### src/shared/lbps_consts.svh
`ifndef LBPS_CONSTS_SVH
`define LBPS_CONSTS_SVH

// ==========================================================
// clock and filter timing
`define LBPS_CLK_PERIOD_NS 10
`define LBPS_FILT_NS 50
`define LBPS_FILT_CYC ((`LBPS_FILT_NS + `LBPS_CLK_PERIOD_NS - 1) / `LBPS_CLK_PERIOD_NS)

// ==========================================================
// positions of the filtered status flags
`define LBPS_NUM_FLAGS 8
`define LBPS_F_SUPPLY 0
`define LBPS_F_ENABLE 1
`define LBPS_F_BOOST_PG 2
`define LBPS_F_OVER_TEMP 3
`define LBPS_F_CP_FAULT 4
`define LBPS_F_DET_REF 5
`define LBPS_F_DET_HYST 6
`define LBPS_F_RAILS_OK 7

// ==========================================================
// reset values of the flag synchronisers (everything inactive)
`define LBPS_FLAGS_RST 8'h00

// ==========================================================
// level shifter geometry
`define LBPS_LS_CHANNELS 8
`define LBPS_RAIL_W 2

`endif

### src/shared/lbps_pkg.sv
package lbps_pkg;

  // ==========================================================
  // rail selection code for one high-level output stage
  typedef enum logic [1:0] {
    LBPS_RAIL_NONE = 2'h0,
    LBPS_RAIL_LOW_A = 2'h1,
    LBPS_RAIL_LOW_B = 2'h2,
    LBPS_RAIL_HIGH = 2'h3
  } lbps_rail_t;

  // ==========================================================
  // bias sequencer states
  typedef enum logic [3:0] {
    LBPS_BIAS_OFF = 4'h1,
    LBPS_BIAS_START = 4'h2,
    LBPS_BIAS_RUN = 4'h4,
    LBPS_BIAS_FAULT = 4'h8
  } lbps_bias_t;

  // ==========================================================
  // panel phase states
  typedef enum logic [2:0] {
    LBPS_PNL_UP = 3'h1,
    LBPS_PNL_NORMAL = 3'h2,
    LBPS_PNL_DOWN = 3'h4
  } lbps_panel_t;

endpackage

### src/hw/lbps_sync.sv
`timescale 1ns/1ps

// three-stage synchroniser; a bit is taken once stages two and three agree
module lbps_sync #(
  parameter int WIDTH = 1,
  parameter logic [WIDTH-1:0] RST_VAL = '0
) (
  input wire logic i_mclk,
  input wire logic i_rst,
  input wire logic [WIDTH-1:0] i_async,
  output logic [WIDTH-1:0] o_sync
);

  logic [WIDTH-1:0] st1_reg;
  logic [WIDTH-1:0] st2_reg;
  logic [WIDTH-1:0] st3_reg;

  if (WIDTH < 1) begin : g_chk
    $error("lbps_sync: WIDTH must be at least 1");
  end

  // ==========================================================
  // synchroniser chain
  always_ff @(posedge i_mclk) begin
    if (i_rst) begin
      st1_reg <= RST_VAL;
      st2_reg <= RST_VAL;
      st3_reg <= RST_VAL;
    end else begin
      st1_reg <= i_async;
      st2_reg <= st1_reg;
      st3_reg <= st2_reg;
    end
  end

  // ==========================================================
  // agreement stage
  always_ff @(posedge i_mclk) begin
    if (i_rst) begin
      o_sync <= RST_VAL;
    end else begin
      for (int b = 0; b < WIDTH; b++) begin
        if (st2_reg[b] == st3_reg[b]) begin
          o_sync[b] <= st3_reg[b];
        end
      end
    end
  end

endmodule // lbps_sync

### src/hw/lbps_top.sv
`timescale 1ns/1ps
`include "lbps_consts.svh"

// How it works
// - supply below lockout keeps all bias off
// - enable low keeps all bias off
// - enable high starts boost, negative pump, common voltage
// - positive pump waits for boost power good
// - enable falling disables every bias function
// - panel detect picks power-up, normal, power-down
// - normal: each shifter output follows its input
// - power-up: shifter outputs held at low rail a
// - power-down: shifter outputs forced to high rail
// - both discharge outputs share the detect result
// - up/normal: discharge a, b on low rails
// - power-down: both discharge outputs on high rail
// - power-up with detect low: reset driven low
// - normal with detect high: reset released
// - power-down with detect low: reset low again
// - discharge paths work while gate rails hold
// - over-temperature disables bias, resumes when cleared
// - reset low below reference, released above hysteresis
// - reset logic ignores the supply lockout
// - pump fault latches off until supply/enable cycle
module lbps_top #(
  parameter int LS_CHANNELS = `LBPS_LS_CHANNELS,
  parameter int FILT_CYCLES = `LBPS_FILT_CYC
) (
  input wire logic i_mclk,
  input wire logic i_rst,
  input wire logic i_supply_ok,
  input wire logic i_enable,
  input wire logic i_boost_pg,
  input wire logic i_over_temp,
  input wire logic i_pump_fault,
  input wire logic i_detect_above_ref,
  input wire logic i_detect_above_hyst,
  input wire logic i_gate_rails_ok,
  input wire logic [LS_CHANNELS-1:0] i_ls_in,
  output logic o_boost_en,
  output logic o_neg_pump_en,
  output logic o_pos_pump_en,
  output logic o_common_voltage_generator_en,
  output logic [LS_CHANNELS*`LBPS_RAIL_W-1:0] o_ls_rail,
  output logic [`LBPS_RAIL_W-1:0] o_discharge_out_a,
  output logic [`LBPS_RAIL_W-1:0] o_discharge_out_b,
  output logic o_panel_reset_out_n_o,
  output logic o_panel_reset_out_n_oe,
  output logic o_fault_latched,
  output logic [2:0] o_panel_phase
);

  localparam int CNT_W = (FILT_CYCLES < 2) ? 1 : $clog2(FILT_CYCLES);
  localparam logic [CNT_W-1:0] CNT_LAST = CNT_W'(FILT_CYCLES - 1);
  localparam int NF = `LBPS_NUM_FLAGS;

  // ==========================================================
  // elaboration checks
  if (LS_CHANNELS < 1) begin : g_chk_ch
    $error("lbps_top: LS_CHANNELS must be at least 1");
  end
  if (FILT_CYCLES < 1) begin : g_chk_filt
    $error("lbps_top: FILT_CYCLES must be at least 1");
  end

  // ==========================================================
  // declarations
  logic [NF-1:0] flag_raw;
  logic [NF-1:0] flag_sync;
  logic [NF-1:0] flag_reg;
  logic [CNT_W-1:0] flt_cnt_reg [NF];
  logic [LS_CHANNELS-1:0] ls_in_sync;
  logic det_high_reg;
  logic det_high_next;
  logic bias_allowed;
  lbps_pkg::lbps_bias_t bias_reg;
  lbps_pkg::lbps_bias_t bias_next;
  lbps_pkg::lbps_panel_t panel_reg;
  lbps_pkg::lbps_panel_t panel_next;
  logic bias_starting;

  // ==========================================================
  // helpers
  function automatic logic [`LBPS_RAIL_W-1:0] rail_gate(
    input logic rails_ok,
    input lbps_pkg::lbps_rail_t rail
  );
    // stages stay idle while the gate rails are collapsed
    rail_gate = rails_ok ? rail : lbps_pkg::LBPS_RAIL_NONE;
  endfunction

  function automatic logic is_on(input lbps_pkg::lbps_bias_t st);
    is_on = (st == lbps_pkg::LBPS_BIAS_START) || (st == lbps_pkg::LBPS_BIAS_RUN);
  endfunction

  // ==========================================================
  // input synchronisers
  assign flag_raw[`LBPS_F_SUPPLY] = i_supply_ok;
  assign flag_raw[`LBPS_F_ENABLE] = i_enable;
  assign flag_raw[`LBPS_F_BOOST_PG] = i_boost_pg;
  assign flag_raw[`LBPS_F_OVER_TEMP] = i_over_temp;
  assign flag_raw[`LBPS_F_CP_FAULT] = i_pump_fault;
  assign flag_raw[`LBPS_F_DET_REF] = i_detect_above_ref;
  assign flag_raw[`LBPS_F_DET_HYST] = i_detect_above_hyst;
  assign flag_raw[`LBPS_F_RAILS_OK] = i_gate_rails_ok;

  lbps_sync #(
    .WIDTH(NF),
    .RST_VAL(`LBPS_FLAGS_RST)
  ) u_flag_sync (
    .i_mclk(i_mclk),
    .i_rst(i_rst),
    .i_async(flag_raw),
    .o_sync(flag_sync)
  );

  lbps_sync #(
    .WIDTH(LS_CHANNELS),
    .RST_VAL('0)
  ) u_ls_sync (
    .i_mclk(i_mclk),
    .i_rst(i_rst),
    .i_async(i_ls_in),
    .o_sync(ls_in_sync)
  );

  // ==========================================================
  // glitch filters: a flag changes after FILT_CYCLES steady cycles
  for (genvar f = 0; f < NF; f++) begin : g_flt
    always_ff @(posedge i_mclk) begin
      if (i_rst) begin
        flag_reg[f] <= 1'b0;
        flt_cnt_reg[f] <= '0;
      end else if (flag_sync[f] == flag_reg[f]) begin
        flt_cnt_reg[f] <= '0;
      end else if (flt_cnt_reg[f] == CNT_LAST) begin
        flag_reg[f] <= flag_sync[f];
        flt_cnt_reg[f] <= '0;
      end else begin
        flt_cnt_reg[f] <= flt_cnt_reg[f] + CNT_W'(1);
      end
    end
  end

  // ==========================================================
  // panel detect with hysteresis
  always_comb begin
    det_high_next = det_high_reg;
    if (flag_reg[`LBPS_F_DET_HYST]) begin
      det_high_next = 1'b1;
    end else if (!flag_reg[`LBPS_F_DET_REF]) begin
      det_high_next = 1'b0;
    end
  end

  always_ff @(posedge i_mclk) begin
    if (i_rst) begin
      det_high_reg <= 1'b0;
    end else begin
      det_high_reg <= det_high_next;
    end
  end

  // ==========================================================
  // bias sequencer
  // lockout, enable low and over-temperature force start and run back to off; lockout and enable low also clear the fault
  assign bias_allowed = flag_reg[`LBPS_F_SUPPLY]
      && flag_reg[`LBPS_F_ENABLE]
      && !flag_reg[`LBPS_F_OVER_TEMP];

  always_comb begin
    bias_next = bias_reg;
    unique case (bias_reg)
      lbps_pkg::LBPS_BIAS_OFF: begin
        if (bias_allowed) begin
          bias_next = lbps_pkg::LBPS_BIAS_START;
        end
      end
      lbps_pkg::LBPS_BIAS_START: begin
        // a fault that coincides with a shutdown still latches
        if (flag_reg[`LBPS_F_CP_FAULT]) begin
          bias_next = lbps_pkg::LBPS_BIAS_FAULT;
        end else if (!bias_allowed) begin
          bias_next = lbps_pkg::LBPS_BIAS_OFF;
        end else if (flag_reg[`LBPS_F_BOOST_PG]) begin
          bias_next = lbps_pkg::LBPS_BIAS_RUN;
        end
      end
      lbps_pkg::LBPS_BIAS_RUN: begin
        if (flag_reg[`LBPS_F_CP_FAULT]) begin
          bias_next = lbps_pkg::LBPS_BIAS_FAULT;
        end else if (!bias_allowed) begin
          bias_next = lbps_pkg::LBPS_BIAS_OFF;
        end
      end
      lbps_pkg::LBPS_BIAS_FAULT: begin
        // only a supply or enable cycle clears the latch
        if (!flag_reg[`LBPS_F_SUPPLY] || !flag_reg[`LBPS_F_ENABLE]) begin
          bias_next = lbps_pkg::LBPS_BIAS_OFF;
        end
      end
      default: begin
        bias_next = lbps_pkg::LBPS_BIAS_OFF;
      end
    endcase
  end

  always_ff @(posedge i_mclk) begin
    if (i_rst) begin
      bias_reg <= lbps_pkg::LBPS_BIAS_OFF;
    end else begin
      bias_reg <= bias_next;
    end
  end

  assign bias_starting = (bias_reg == lbps_pkg::LBPS_BIAS_OFF)
      && (bias_next == lbps_pkg::LBPS_BIAS_START);

  // ==========================================================
  // bias enables
  always_ff @(posedge i_mclk) begin
    if (i_rst) begin
      o_boost_en <= 1'b0;
      o_neg_pump_en <= 1'b0;
      o_common_voltage_generator_en <= 1'b0;
      o_pos_pump_en <= 1'b0;
      o_fault_latched <= 1'b0;
    end else begin
      o_boost_en <= is_on(bias_next);
      o_neg_pump_en <= is_on(bias_next);
      o_common_voltage_generator_en <= is_on(bias_next);
      o_pos_pump_en <= (bias_next == lbps_pkg::LBPS_BIAS_RUN);
      o_fault_latched <= (bias_next == lbps_pkg::LBPS_BIAS_FAULT);
    end
  end

  // ==========================================================
  // panel phase: the detect comparison moves between power-up, normal and power-down;
  // power-down returns to power-up when the bias sequencer starts
  always_comb begin
    panel_next = panel_reg;
    unique case (panel_reg)
      lbps_pkg::LBPS_PNL_UP: begin
        if (det_high_next) begin
          panel_next = lbps_pkg::LBPS_PNL_NORMAL;
        end
      end
      lbps_pkg::LBPS_PNL_NORMAL: begin
        if (!det_high_next) begin
          panel_next = lbps_pkg::LBPS_PNL_DOWN;
        end
      end
      lbps_pkg::LBPS_PNL_DOWN: begin
        if (det_high_next) begin
          panel_next = lbps_pkg::LBPS_PNL_NORMAL;
        end else if (bias_starting) begin
          panel_next = lbps_pkg::LBPS_PNL_UP;
        end
      end
      default: begin
        panel_next = lbps_pkg::LBPS_PNL_UP;
      end
    endcase
  end

  always_ff @(posedge i_mclk) begin
    if (i_rst) begin
      panel_reg <= lbps_pkg::LBPS_PNL_UP;
    end else begin
      panel_reg <= panel_next;
    end
  end

  always_ff @(posedge i_mclk) begin
    if (i_rst) begin
      o_panel_phase <= lbps_pkg::LBPS_PNL_UP;
    end else begin
      o_panel_phase <= panel_next;
    end
  end

  // ==========================================================
  // level shifter rails
  always_ff @(posedge i_mclk) begin
    if (i_rst) begin
      o_ls_rail <= '0;
    end else begin
      for (int c = 0; c < LS_CHANNELS; c++) begin
        unique case (panel_next)
          lbps_pkg::LBPS_PNL_NORMAL: begin
            o_ls_rail[c*`LBPS_RAIL_W +: `LBPS_RAIL_W] <= rail_gate(
                flag_reg[`LBPS_F_RAILS_OK],
                ls_in_sync[c] ? lbps_pkg::LBPS_RAIL_HIGH
                              : lbps_pkg::LBPS_RAIL_LOW_A);
          end
          lbps_pkg::LBPS_PNL_DOWN: begin
            o_ls_rail[c*`LBPS_RAIL_W +: `LBPS_RAIL_W] <= rail_gate(
                flag_reg[`LBPS_F_RAILS_OK], lbps_pkg::LBPS_RAIL_HIGH);
          end
          default: begin
            o_ls_rail[c*`LBPS_RAIL_W +: `LBPS_RAIL_W] <= rail_gate(
                flag_reg[`LBPS_F_RAILS_OK], lbps_pkg::LBPS_RAIL_LOW_A);
          end
        endcase
      end
    end
  end

  // ==========================================================
  // panel discharge: one shared phase drives both outputs
  always_ff @(posedge i_mclk) begin
    if (i_rst) begin
      o_discharge_out_a <= lbps_pkg::LBPS_RAIL_NONE;
      o_discharge_out_b <= lbps_pkg::LBPS_RAIL_NONE;
    end else if (panel_next == lbps_pkg::LBPS_PNL_DOWN) begin
      o_discharge_out_a <= rail_gate(flag_reg[`LBPS_F_RAILS_OK],
                                     lbps_pkg::LBPS_RAIL_HIGH);
      o_discharge_out_b <= rail_gate(flag_reg[`LBPS_F_RAILS_OK],
                                     lbps_pkg::LBPS_RAIL_HIGH);
    end else begin
      o_discharge_out_a <= rail_gate(flag_reg[`LBPS_F_RAILS_OK],
                                     lbps_pkg::LBPS_RAIL_LOW_A);
      o_discharge_out_b <= rail_gate(flag_reg[`LBPS_F_RAILS_OK],
                                     lbps_pkg::LBPS_RAIL_LOW_B);
    end
  end

  // ==========================================================
  // open-drain panel reset; no dependence on supply or bias state
  always_ff @(posedge i_mclk) begin
    if (i_rst) begin
      o_panel_reset_out_n_o <= 1'b0;
      o_panel_reset_out_n_oe <= 1'b1;
    end else begin
      o_panel_reset_out_n_o <= 1'b0;
      // low in power-up and power-down, released in normal
      o_panel_reset_out_n_oe <= (panel_next != lbps_pkg::LBPS_PNL_NORMAL);
    end
  end

endmodule // lbps_top

### config.mk
export PLATFORM = sky130hd
export DESIGN_NAME = lbps_top
export DESIGN_NICKNAME = d
export VERILOG_FILES = /design/src/shared/lbps_pkg.sv /design/src/hw/lbps_sync.sv /design/src/hw/lbps_top.sv
export VERILOG_INCLUDE_DIRS = /design/src /design/src/shared
export SDC_FILE = /design/constraint.sdc
export NUM_CORES = 1
export LEC_CHECK = 0
export BUFFER_PORTS_ARGS = -buffer_cell sky130_fd_sc_hd__buf_2
export CORE_MARGIN = 10
export CORE_UTILIZATION = 57
export DETAILED_ROUTE_END_ITERATION = 8
export GPL_TIMING_DRIVEN = 0
export PLACE_DENSITY = 0.84
export SYNTH_ARGS = -nofsm -noshare
export SYNTH_HDL_FRONTEND = slang
export SYNTH_SLANG_ARGS = --single-unit
### constraint.sdc
create_clock -name i_mclk -period 3.7 [get_ports i_mclk]
set_input_delay 0.185 -clock i_mclk [delete_from_list [all_inputs] [get_ports i_mclk]]
set_output_delay 0.185 -clock i_mclk [all_outputs]
set_load 0.05 [all_outputs]
[Word level (Yosys, flattened, before mapping)]
Memory sizes are Yosys's and may differ from the RTL's.
Cells that the tools add are included.
Word-level totals
  bits in registers: 104
  memory bits (writable): 24
  output and inout bits: 30
  memories kept: 1
Cells by class
  $add $sub $neg: 8
  equal/unequal tests: 45
  muxes and demuxes: 158
  bitwise logic cells: 32
  reductions and logical operators: 16
Memory list
  flt_cnt_reg: depth 8, width 3, rd ports 8, clocked after Yosys merged registers in 0, write ports 8, line lbps_top.sv:71  | logic [CNT_W-1:0] flt_cnt_reg [NF];
Operator list (count)
  $mux W1: 93
  $mux W3: 28
  $mux W2: 20
  $pmux W2 S2: 8
  $eq A3 B3 Y1 const B: 10
  $mux W4: 7
  $add A3 B1 Y3 const B: 8
  $eq A1 B1 Y1: 24
  $or A1 B1 Y1: 24
  $pmux W4 S4: 1
  $reduce_and A2 Y1: 8
  $pmux W3 S3: 1
  $eq A4 B2 Y1 const B: 2
  $eq A4 B3 Y1 const B: 2
  $eq A4 B4 Y1 const B: 2
  $not A1 Y1: 8
  $eq A3 B2 Y1 const B: 2
  $eq A4 B1 Y1 const B: 1
  $eq A3 B1 Y1 const B: 1
  $logic_and A1 B1 Y1: 3
  $logic_not A1 Y1: 3
  $ne A3 B2 Y1 const B: 1
  $logic_or A1 B1 Y1: 2

[Logic depth before layout (Yosys ltp)]
Gate-level depths: netlist of the first run.
  word-level depth: 12
  depth in mapped cells: 5
  mapped depth without buffers: 5

[Cells and area by module]
From an unflattened synthesis of the first run, not the netlist that was laid out.
Unflattened totals
  cells, all modules: 434
  area, all modules: 4593.2 µm²
Modules (own cells, without submodules)
  lbps_top: times used 1, cells an instance 268, area an instance 2746.4 µm², sequential area each 1341.3 µm²
  lbps_sync: times used 2, cells an instance 83, area an instance 923.4 µm², sequential area each 640.6 µm²

[Worst setup path after synthesis of the first run]
OpenSTA, ideal clock, no wires.
  path type: flip-flop to flip-flop
  start: reg o_panel_phase[1] (netlist name)
  end: reg o_ls_rail[11]
  setup time: 0.062 ns
  arrival time: 1.567 ns
  data required time: 3.638 ns
  slack: 2.071 ns
  cell stages (with the launch flop): 5
  path buffers: 0
  clock period less this slack: 1.629 ns
  path through: dfxtp_1 > nor4b_1 > a2111oi_2 > nand3_2 > nand2_1
RTL lines
  to (signal, indexed assignment): line lbps_top.sv:291  | o_ls_rail[c*`LBPS_RAIL_W +: `LBPS_RAIL_W] <= rail_gate(
  to (signal, indexed assignment): line lbps_top.sv:297  | o_ls_rail[c*`LBPS_RAIL_W +: `LBPS_RAIL_W] <= rail_gate(
  to (signal, indexed assignment): line lbps_top.sv:301  | o_ls_rail[c*`LBPS_RAIL_W +: `LBPS_RAIL_W] <= rail_gate(
  to (decl): line lbps_top.sv:44  | output logic [LS_CHANNELS*`LBPS_RAIL_W-1:0] o_ls_rail,

==> results of run 1 <==
[cell usage after synthesis]
library cell	n
nand2_1	48
xor2_1	2
and2_2	1
nand3b_1	1
xnor2_1	10
a211o_1	1
buf_1	3
nor4_2	1
nand3_1	8
a21o_1	1
a2111oi_2	1
nor2b_1	51
nor3_1	13
or2_4	1
clkbuf_1	7
buf_2	4
conb_1	2
o2111a_1	1
o21ai_0	19
ha_1	16
edfxtp_1	24
clkbuf_2	1
a21oi_1	30
a221o_1	1
inv_1	21
mux2i_1	6
o21ai_1	1
nor4b_1	2
nand3_2	1
buf_4	12
and3_1	16
nor4_1	3
or2_1	1
dfxtp_1	95
nor4bb_4	1
nor2_1	17
and3b_1	1
a32oi_1	1
nor3b_1	2
or3_1	1
[through the flow]
step,power (mW),util (%),hold slack [ns],instances,worst slack (ns)
after floorplan,1.44,-,0.313,451,2.07
after global placement,1.47,63.9,0.396,598,2.07
after detailed placement,1.47,63.9,0.397,598,2.02
after CTS,3.15,74.2,0.390,647,2.00
after global routing,3.23,74.2,0.425,647,1.92
final,3.14,74.2,0.413,647,1.95
[report_power, final]
group          leakage, nW  internal (mW)  switching, mW
logic                 1.15         0.0426         0.0527
registers             1.02           1.35         0.0157
clock network        0.299           1.06          0.619
total                 2.47           2.45          0.688
[logic make-up (layout without fill, tap and decap cells)]
group           Yosys count  count (layout)
simple gates            169             169
mux                       6               6
compound gates           56              56
flops                   119             119
other cells               2              25
xor+xnor                 12              12
buf+inv                  48             142
fa+ha+maj                16              16
[worst reg2reg max path: stages (launching register included)]
cell,delay [ns]
dfxtp_1,0.31
buf_2,0.19
nor4b_1,0.09
a2111oi_2,0.52
nand3_2,0.29
nand2_1,0.14
[what timing repair did]
item / in CTS / in global routing
buffers inserted: 0 / 0
hold buffers: 17 / 0
hold endpoints to repair: 17 / 0
[cell type report]
type | count | area, µm²
Timing Repair Buffer | 62 | 395
Inverter | 21 | 78.8
Tap cell | 102 | 128
Clock inverter | 13 | 154
Fill cell | 484 | 1970
Sequential cell | 119 | 2620
Clock buffer | 19 | 464
Buffer | 27 | 153
Multi-Input combinational cell | 284 | 1680
[routing by layer]
metal / up-vias / share of wire, % / global-route usage [%] / routed length (µm)
met3: 26 / 6.3 / 5.29 / 599
met1: 1535 / 40 / 17.0 / 3790
met5: - / 0 / 0 / 0
li1: 1603 / - / - / -
met4: 0 / 3.2 / 9.23 / 301
met2: 133 / 50 / 29.7 / 4760
[path summary, 6_finish.rpt]
kind	end
setup / recovery	flt_cnt_reg[1][5]
hold / removal	u_ls_sync.st1_reg[5]
setup reg to reg	o_ls_rail[13]
hold reg to reg	u_flag_sync.st2_reg[5]
==> key figures, run 1 <==
Outcome
  • Run status: complete, no violations

Routing
  • WL/cell: 14.6 µm
  • Iteration-0 DRC Markers: 206
  • DR vias: 3297
  • DRC viols: 0
  • Post-DRT Antenna Nets: 0
  • First-pass DRT Iterations: 5
  • Routed wire length: 9450 µm
  • Via density: 5.10

Layout
  • Fraction of layout cells with a size suffix above 1: 18.3%
  • Largest register FFs: 24
  • Most frequent cells in the layout: 95 x dfxtp_1, 51 x nor2b_1, 49 x buf_2
  • # diodes: 0
  • Most common cell after layout, fill and taps aside: dfxtp_1
  • NumNets Final: 566
  • Area growth syn-to-layout: 27.6%
  • Final instance area: 5680 µm²

Timing
  • Minimum clock period: 1.75 ns
  • Least-Margin Pin Slew: 0.665 ns
  • Fin. max-slew vios: 0
  • Final Skew: 0.00793 ns
  • Max-Slew Margin vs Limit: 55.7%
  • RSZ-0062 raised after global routing: false
  • FMAX: 572 MHz
  • Final setup violating endpoints: 0
  • Fin Setup TNS: 0 ns
  • Fin. Hold Viols: 0
  • Final worst-path cycle share: 47.3%

Synthesis
  • Post-Synth Adder-Cell Area: 4.50%
  • Simple-gate share of the synthesized area: 20.5%
  • Synth Area per Inst: 10.4 µm²
  • Post-synthesis cell type count: 40
  • Syn Inst Count: 428
  • Synth Area in Compound Gates: 7.00%
  • Yosys top cell area share: 42.7%
  • Synth Register Bits: 119
  • Combinational family with the most area after synthesis: simple AND/OR/NAND/NOR gates
  • Xor/xnor share of the synthesized area: 2.36%
  • Ys Warns: 0
  • Register area share after synthesis: 58.9%
  • Synth top area cells: dfxtp_1 43%, edfxtp_1 16%, nor2b_1 7.2%
  • Post-synthesis mux area share: 1.35%
  • Area leader, netlist: dfxtp_1
  • Cell Area, Synth: 4450 µm²

Clocking
  • CTS HTree Levels: 4
  • Clock Path Buffers: 2
  • Num CTS Buffers: 17
  • Clock sink count: 119
  • Worst-path clk slew: 0.06 ns
  • TritonCTS clock tree: built
  • Worst skew pair latency: 0.51 ns
  • Root buffer cell: clkbuf_8
  • Post_cts resized: 0

Place
  • Placement Cell Area: 4890 µm²
  • Placer Congestion: 0.736
  • Port buffer count: 45
  • Dpl hpwl: 5880 µm

Floorplanning
  • Core Box Area: 7650 µm²
  • Site row count: 32
  • DIE HEIGHT: 108 µm
  • DIE AREA: 11700 µm²
  • Chip width: 108 µm
  • Initial cell density of the core: 58.2%
  • Io pins: 48

Worst setup path
  • R2r startpoint: bias_reg[1]
  • Crit. End Element: register
  • Crit. Startpoint: i_rst
  • Worst R2R Setup Slack: 2.10 ns
  • CP peak stage delay: 0.55 ns
  • CP Cell Sequence: dlygate4sd3_1 -> buf_2 -> buf_2 -> buf_1 -> nor3_1
  • Crit path top cell by count: buf_2
  • Crit path max-delay family: buffers and inverters
  • Setup CP Type: in2reg
  • CP arrival: 1.98 ns
  • CP max FO: 10
  • WP data required: 3.93 ns
  • Slowest CP cell: buf_1
  • CP Depth: 5
  • WP buf/inv: 4
  • Crit start category: primary input
  • Worst Reg-to-Reg Cells: 5

Worst hold path
  • Hold Crit Start: i_ls_in[5]
  • Min-Delay Path Class: in2reg
  • Worst hold stages: 3

GRT
  • Gr ovfl total: 0
  • First-pass GRT wire length: 15300 µm
  • Vias in the first global route: 3368
  • Initial antenna violation count: 0
  • Largest net degree at the start of global routing: 17
  • GRT Util Overall: 16.7%

Power
  • Worst ir drop on vdd: 0.445 mV
  • P_leak: 2.47 nW
  • Pwr dens: 553 nW/µm²

Flow run
  • Maxcap violations: 0
(Power assumes the default switching activity.)
==> run 2: changes to the inputs <==
- CORE_UTILIZATION: 57 -> 52
- PLACE_DENSITY: 0.84 -> 0.81
- clock period: 3.7 -> 1.6 ns (I/O delays scaled with it)
==> key figures, run 2 (synthesis results as in run 1) <==
Timing
  • Fin Setup TNS: 0 ns (unchanged)
  • Least-Margin Pin Slew: 0.653 ns (-0.0119 ns)
  • Final setup violating endpoints: 0 (unchanged)
  • Final worst-path cycle share: 92.6%
  • FMAX: 675 MHz
  • Minimum clock period: 1.48 ns
  • Final Skew: 0.00761 ns (-0.000327 ns)
  • Max-Slew Margin vs Limit: 56.4% (+0.79 points)
  • Fin. max-slew vios: 0 (unchanged)
  • RSZ-0062 raised after global routing: false
  • Fin. Hold Viols: 0 (unchanged)

Worst hold path
  • Hold Path Sink: u_flag_sync.st2_reg[1]
  • Hold Crit Start: i_rst
  • Min-Delay Path Class: in2reg
  • Worst hold stages: 3 (unchanged)

GRT
  • Vias in the first global route: 3307 (-1.8%)
  • First-pass GRT wire length: 15200 µm (-0.59%)
  • Initial antenna violation count: 0 (unchanged)
  • Gr ovfl total: 0 (unchanged)
  • GRT Util Overall: 14.6% (-2.1 points)
  • Largest net degree at the start of global routing: 17 (unchanged)

Routing
  • DRC viols: 0 (unchanged)
  • WL/cell: 13.8 µm (-5.2%)
  • Iteration-0 DRC Markers: 173 (-16%)
  • DR vias: 3239 (-1.8%)
  • First-pass DRT Iterations: 5 (unchanged)
  • Post-DRT Antenna Nets: 0 (unchanged)
  • Via density: 4.98 (-2.4%)
  • Routed wire length: 9020 µm (-4.6%)

Worst setup path
  • Worst R2R Setup Slack: 0.12 ns (-1.98 ns)
  • CP peak stage delay: 0.34 ns (-0.21 ns)
  • FF-to-FF End: bias_reg[0]
  • Worst Reg-to-Reg Cells: 4 (-1)
  • R2r startpoint: bias_reg[2]
  • Setup CP Type: reg2reg
  • CP max FO: 7 (-3)
  • CP Cell Sequence: clkbuf_2 -> or2_4 -> or3_1 -> a221o_1
  • Slowest CP cell: a221o_1
  • CP arrival: 1.88 ns (-0.10 ns)
  • Crit. End Element: register
  • Crit start category: register
  • WP data required: 2.00 ns (-1.93 ns)

Floorplanning
  • Core Box Area: 8260 µm² (+8.0%)
  • Site row count: 33 (+3.1%)
  • Initial cell density of the core: 53.9% (-4.3 points)
  • Io pins: 48 (unchanged)
  • DIE HEIGHT: 113 µm (+3.8%)
  • Chip width: 113 µm (+3.8%)
  • DIE AREA: 12700 µm² (+7.8%)

Layout
  • Most common cell after layout, fill and taps aside: dfxtp_1
  • # diodes: 0 (unchanged)
  • Most frequent cells in the layout: 93 x dfxtp_1, 51 x nor2b_1, 49 x buf_2
  • Finished Layout Cells: 651 (+0.62%)
  • NumNets Final: 567 (+0.18%)
  • Fillers: 611 (+26%)
  • Largest register FFs: 24 (unchanged)
  • Fraction of layout cells with a size suffix above 1: 19.2% (+0.88 points)
  • Area growth syn-to-layout: 27.2%

Power
  • Pwr dens: 1220 nW/µm² (+120%)
  • Worst ir drop on vdd: 0.815 mV (+83%)
  • P_leak: 2.46 nW (-0.39%)

Outcome
  • Run status: complete, no violations

Clocking
  • CTS HTree Levels: 4 (unchanged)
  • Num CTS Buffers: 17 (unchanged)
  • TritonCTS clock tree: built
  • Clock sink count: 119 (unchanged)
  • Root buffer cell: clkbuf_8
  • Worst-path clk slew: 0.06 ns (about the same)
  • Clock Path Buffers: 2 (unchanged)
  • Worst skew pair latency: 0.51 ns (about the same)

Place
  • Port buffer count: 45 (unchanged)
  • Dpl hpwl: 5920 µm (+0.59%)
  • Dpl cells: 601 (+0.50%)
  • Placer Congestion: 0.796 (+8.1%)

Flow run
  • Maxcap violations: 0 (unchanged)
[run 2: cell types whose count changed in the layout (fill, tap and decap cells not counted), moves of 2 or more]
| cell | previous run | this run |
|---|---|---|
| clkinv_2 | 0 | 3 |
| bufinv_16 | 2 | 0 |
| dfxtp_1 | 95 | 93 |
| dfxtp_2 | 0 | 2 |
| inv_6 | 5 | 3 |
[run 2: power by group]
part,internal [mW],total [mW],switching [mW]
clock network,2.14,3.51,1.37
registers,3.13,3.16,0.0347
logic,0.0984,0.219,0.120
[run 2: worst max-delay path: cells and delay by family (launching register included)]
| family | cells | cell delay, ns |
|---|---|---|
| AND/OR/NAND/NOR | 2 | 0.57 |
| buffers and inverters | 1 | 0.17 |
| AO/OA/AOI/OAI | 1 | 0.34 |
| flip-flops | 1 | 0.30 |
[run 2: layout make-up]
class                      instances  area, µm²  share of cell area [%]
buffer                            27        154                    2.72
clock buffer                      20        478                    8.44
clock inverter                    12       88.8                    1.57
inverter                          21       78.8                    1.39
multi-input combinational        284       1700                    30.1
sequential                       119       2630                    46.4
tap                              105        131                    2.32
timing repair buffer              63        403                    7.12
[run 2: stage by stage]
stage / hold slack, ns / util, % / total power, mW / instance area, µm² / setup slack [ns]
after floorplan: 0.208 / - / 3.34 / 4540 / 0.0193
after global placement: 0.290 / 59.3 / 3.39 / 4890 / 0.0540
after detailed placement: 0.293 / 59.3 / 3.41 / 4890 / 0.0253
after CTS: 0.110 / 68.2 / 6.93 / 5630 / 0.00206
after global routing: 0.157 / 68.5 / 7.12 / 5660 / 0.0574
final: 0.129 / 68.5 / 6.89 / 5660 / 0.118
[run 2: worst max path at each step]
| stage | from | endpoint | slack, ns | depth (start not counted) |
|---|---|---|---|---|
| finish | bias_reg[2] | bias_reg[0] | 0.12 | 4 |
| global route | flag_reg[0] | o_common_voltage_generator_en | 0.06 | 4 |
| CTS | bias_reg[2] | o_ls_rail[13] | 0.002 | 5 |
| detailed placement | i_rst | flt_cnt_reg[0][2] | 0.03 | 4 |
| global placement | i_rst | flt_cnt_reg[0][2] | 0.05 | 4 |
| floorplan | o_panel_phase[2] | o_ls_rail[11] | 0.02 | 4 |
[run 2: per-layer routing]
metal | up-vias | routed length [µm] | share of wire [%] | GRT usage (%)
met5 | - | 0 | 0 | 0
met4 | 0 | 133 | 1.5 | 6.01
met3 | 15 | 614 | 6.8 | 6.02
met2 | 100 | 4500 | 50 | 24.8
met1 | 1517 | 3770 | 42 | 15.9
li1 | 1607 | - | - | -
[run 2: repair_timing]
action	4_1_cts	5_1_grt
gates resized for setup	0	5
setup endpoints to repair	0	10
setup buffers	0	1
hold buffers	17	0
endpoints found under the hold margin	20	0
==> run 3: changes to the inputs <==
- CORE_UTILIZATION: 52 -> 31
- CTS_CLUSTER_DIAMETER: default -> 80
- GPL_TIMING_DRIVEN: 0 -> 1
- PLACE_DENSITY: 0.81 -> 0.55
==> key figures, run 3 (synthesis results as in run 1) <==
Floorplanning
  • DIE HEIGHT: 140 µm (+24%)
  • Initial cell density of the core: 31.8% (-22 points)
  • Io pins: 48 (unchanged)
  • Site row count: 43 (+30%)
  • Chip width: 140 µm (+24%)
  • Core Box Area: 14000 µm² (+69%)
  • DIE AREA: 19500 µm² (+54%)

Timing
  • FMAX: 689 MHz (+2.1%)
  • Hold Worst Slack: 0.0625 ns (-0.0670 ns)
  • RSZ-0062 raised after global routing: false
  • Final setup violating endpoints: 0 (unchanged)
  • Final worst-path cycle share: 90.8% (-1.9 points)
  • Fin. Hold Viols: 0 (unchanged)
  • Fin. max-slew vios: 0 (unchanged)
  • Fin Setup TNS: 0 ns (unchanged)
  • Minimum clock period: 1.45 ns (-0.0299 ns)
  • Final Skew: 0.00636 ns (-0.00124 ns)

GRT
  • GRT Util Overall: 8.13% (-6.5 points)
  • First-pass GRT wire length: 13100 µm (-14%)
  • Vias in the first global route: 2863 (-13%)
  • Largest net degree at the start of global routing: 43 (+26)
  • Initial antenna violation count: 0 (unchanged)
  • Gr ovfl total: 0 (unchanged)

Power
  • P_leak: 2.37 nW (-3.5%)
  • Internal power: 5.40 mW (+0.69%)
  • Switching Fraction: 20.6% (-1.6 points)
  • Logic pwr share: 3.0% (-0.2 points)
  • Sequential share of power: 46.5% (+0.6 points)
  • Worst ir drop on vdd: 0.749 mV (-8.1%)
  • Switching pwr: 1.40 mW (-8.2%)
  • Clock power frac: 50.5% (-0.4 points)
  • Pwr dens: 1210 nW/µm² (-0.36%)

Worst setup path
  • Setup CP Type: reg2reg
  • CP arrival: 1.81 ns (-0.07 ns)
  • WP data required: 1.95 ns (-0.05 ns)
  • Worst Reg-to-Reg Cells: 5 (+1)
  • CP max FO: 9 (+2)
  • Crit. End Element: register
  • Worst R2R Setup Slack: 0.15 ns (+0.03 ns)
  • Crit start category: register

Clocking
  • Clock sink count: 119 (unchanged)
  • Num CTS Buffers: 17 (unchanged)
  • Worst-path clk slew: 0.05 ns (about the same)
  • Clock Path Buffers: 2 (unchanged)
  • Worst skew pair latency: 0.41 ns (-0.10 ns)
  • CTS HTree Levels: 4 (unchanged)
  • Root buffer cell: clkbuf_16
  • TritonCTS clock tree: built

Routing
  • Via density: 4.31 (-13%)
  • Post-DRT Antenna Nets: 0 (unchanged)
  • First-pass DRT Iterations: 4 (-1)
  • Iteration-0 DRC Markers: 168 (-2.9%)
  • Routed wire length: 7860 µm (-13%)
  • DRC viols: 0 (unchanged)
  • WL/cell: 11.2 µm (-19%)
  • DR vias: 3033 (-6.4%)

Outcome
  • Run status: complete, no violations

Layout
  • Most common cell after layout, fill and taps aside: dfxtp_1
  • Fraction of layout cells with a size suffix above 1: 17.0% (-2.2 points)
  • # diodes: 0 (unchanged)
  • Largest register FFs: 24 (unchanged)
  • Finished Layout Cells: 704 (+8.1%)
  • Area growth syn-to-layout: 26.0%
  • Most frequent cells in the layout: 93 x dfxtp_1, 51 x nor2b_1, 48 x nand2_1
  • NumNets Final: 545 (-3.9%)

Place
  • Port buffer count: 46 (+2.2%)
  • Dpl cells: 655 (+9.0%)
  • Placer Congestion: 0.763 (-4.2%)
  • Dpl hpwl: 5520 µm (-6.7%)

Worst hold path
  • Worst hold stages: 2 (-1)
  • Min-Delay Path Class: in2reg

Flow run
  • Maxcap violations: 0 (unchanged)
-- run 3: changes by cell type in the layout (fill, tap and decap cells not counted), sizes merged --
cell         before  now
buf              65   52
clkbuf           28   24
inv              25   21
dlygate4sd3      17   16
-- run 3: worst paths after layout --
kind,startpoint,to
setup / recovery,bias_reg[2],o_ls_rail[11]
hold / removal,i_rst,u_flag_sync.st3_reg[3]
setup reg to reg,bias_reg[2],o_ls_rail[11]
hold reg to reg,u_flag_sync.st1_reg[6],u_flag_sync.st2_reg[6]
-- run 3: per-stage QoR --
stage	setup slack [ns]	power, mW	instance area (µm²)	utilization (%)
2_1_floorplan	0.0193	3.34	4540	-
3_3_place_gp	0.135	3.39	4890	35.0
3_5_place_dp	0.0726	3.40	4890	35.0
4_1_cts	0.0563	6.88	5600	40.0
5_1_grt	0.0359	7.05	5610	40.1
6_report	0.148	6.80	5610	40.1
-- run 3: worst max-delay path, stage by stage (launching register included) --
cell and delay (ns):
dfxtp_1 0.45, nor4b_1 0.10, a2111oi_2 0.49, nand3_2 0.10, buf_4 0.19, nand2_1 0.06
-- run 3: routing by layer --
metal / GRT usage [%] / share of wire [%]
met4: 4.89 / 2.2
met3: 3.54 / 5.3
met2: 12.1 / 43
met5: 0 / 0
met1: 9.47 / 49
-- run 3: area by class of cell --
type,instances,area [µm²]
clock inverters,8,45.0
inverters,21,78.8
fillers,1392,8380
clock buffers,24,503
repair buffers,68,448
flip-flops and latches,119,2630
well taps,180,225
multi-input cells,284,1680
-- run 3: what timing repair did --
| action | 4_1_cts | 5_1_grt |
|---|---|---|
| buffers inserted | 0 | 1 |
| hold endpoints to repair | 16 | 0 |
| resized for setup | 0 | 1 |
| setup endpoints to repair | 0 | 9 |
| hold buffers | 16 | 0 |
-- run 3: power by group through the flow --
stage               sequential, mW  combinational, mW  clock [mW]
floorplan                     3.22              0.125           0
global placement              3.22              0.167           0
CTS                           3.16              0.204        3.51
global route                  3.17              0.231        3.65
finish                        3.16              0.202        3.44
detailed placement            3.23              0.173           0
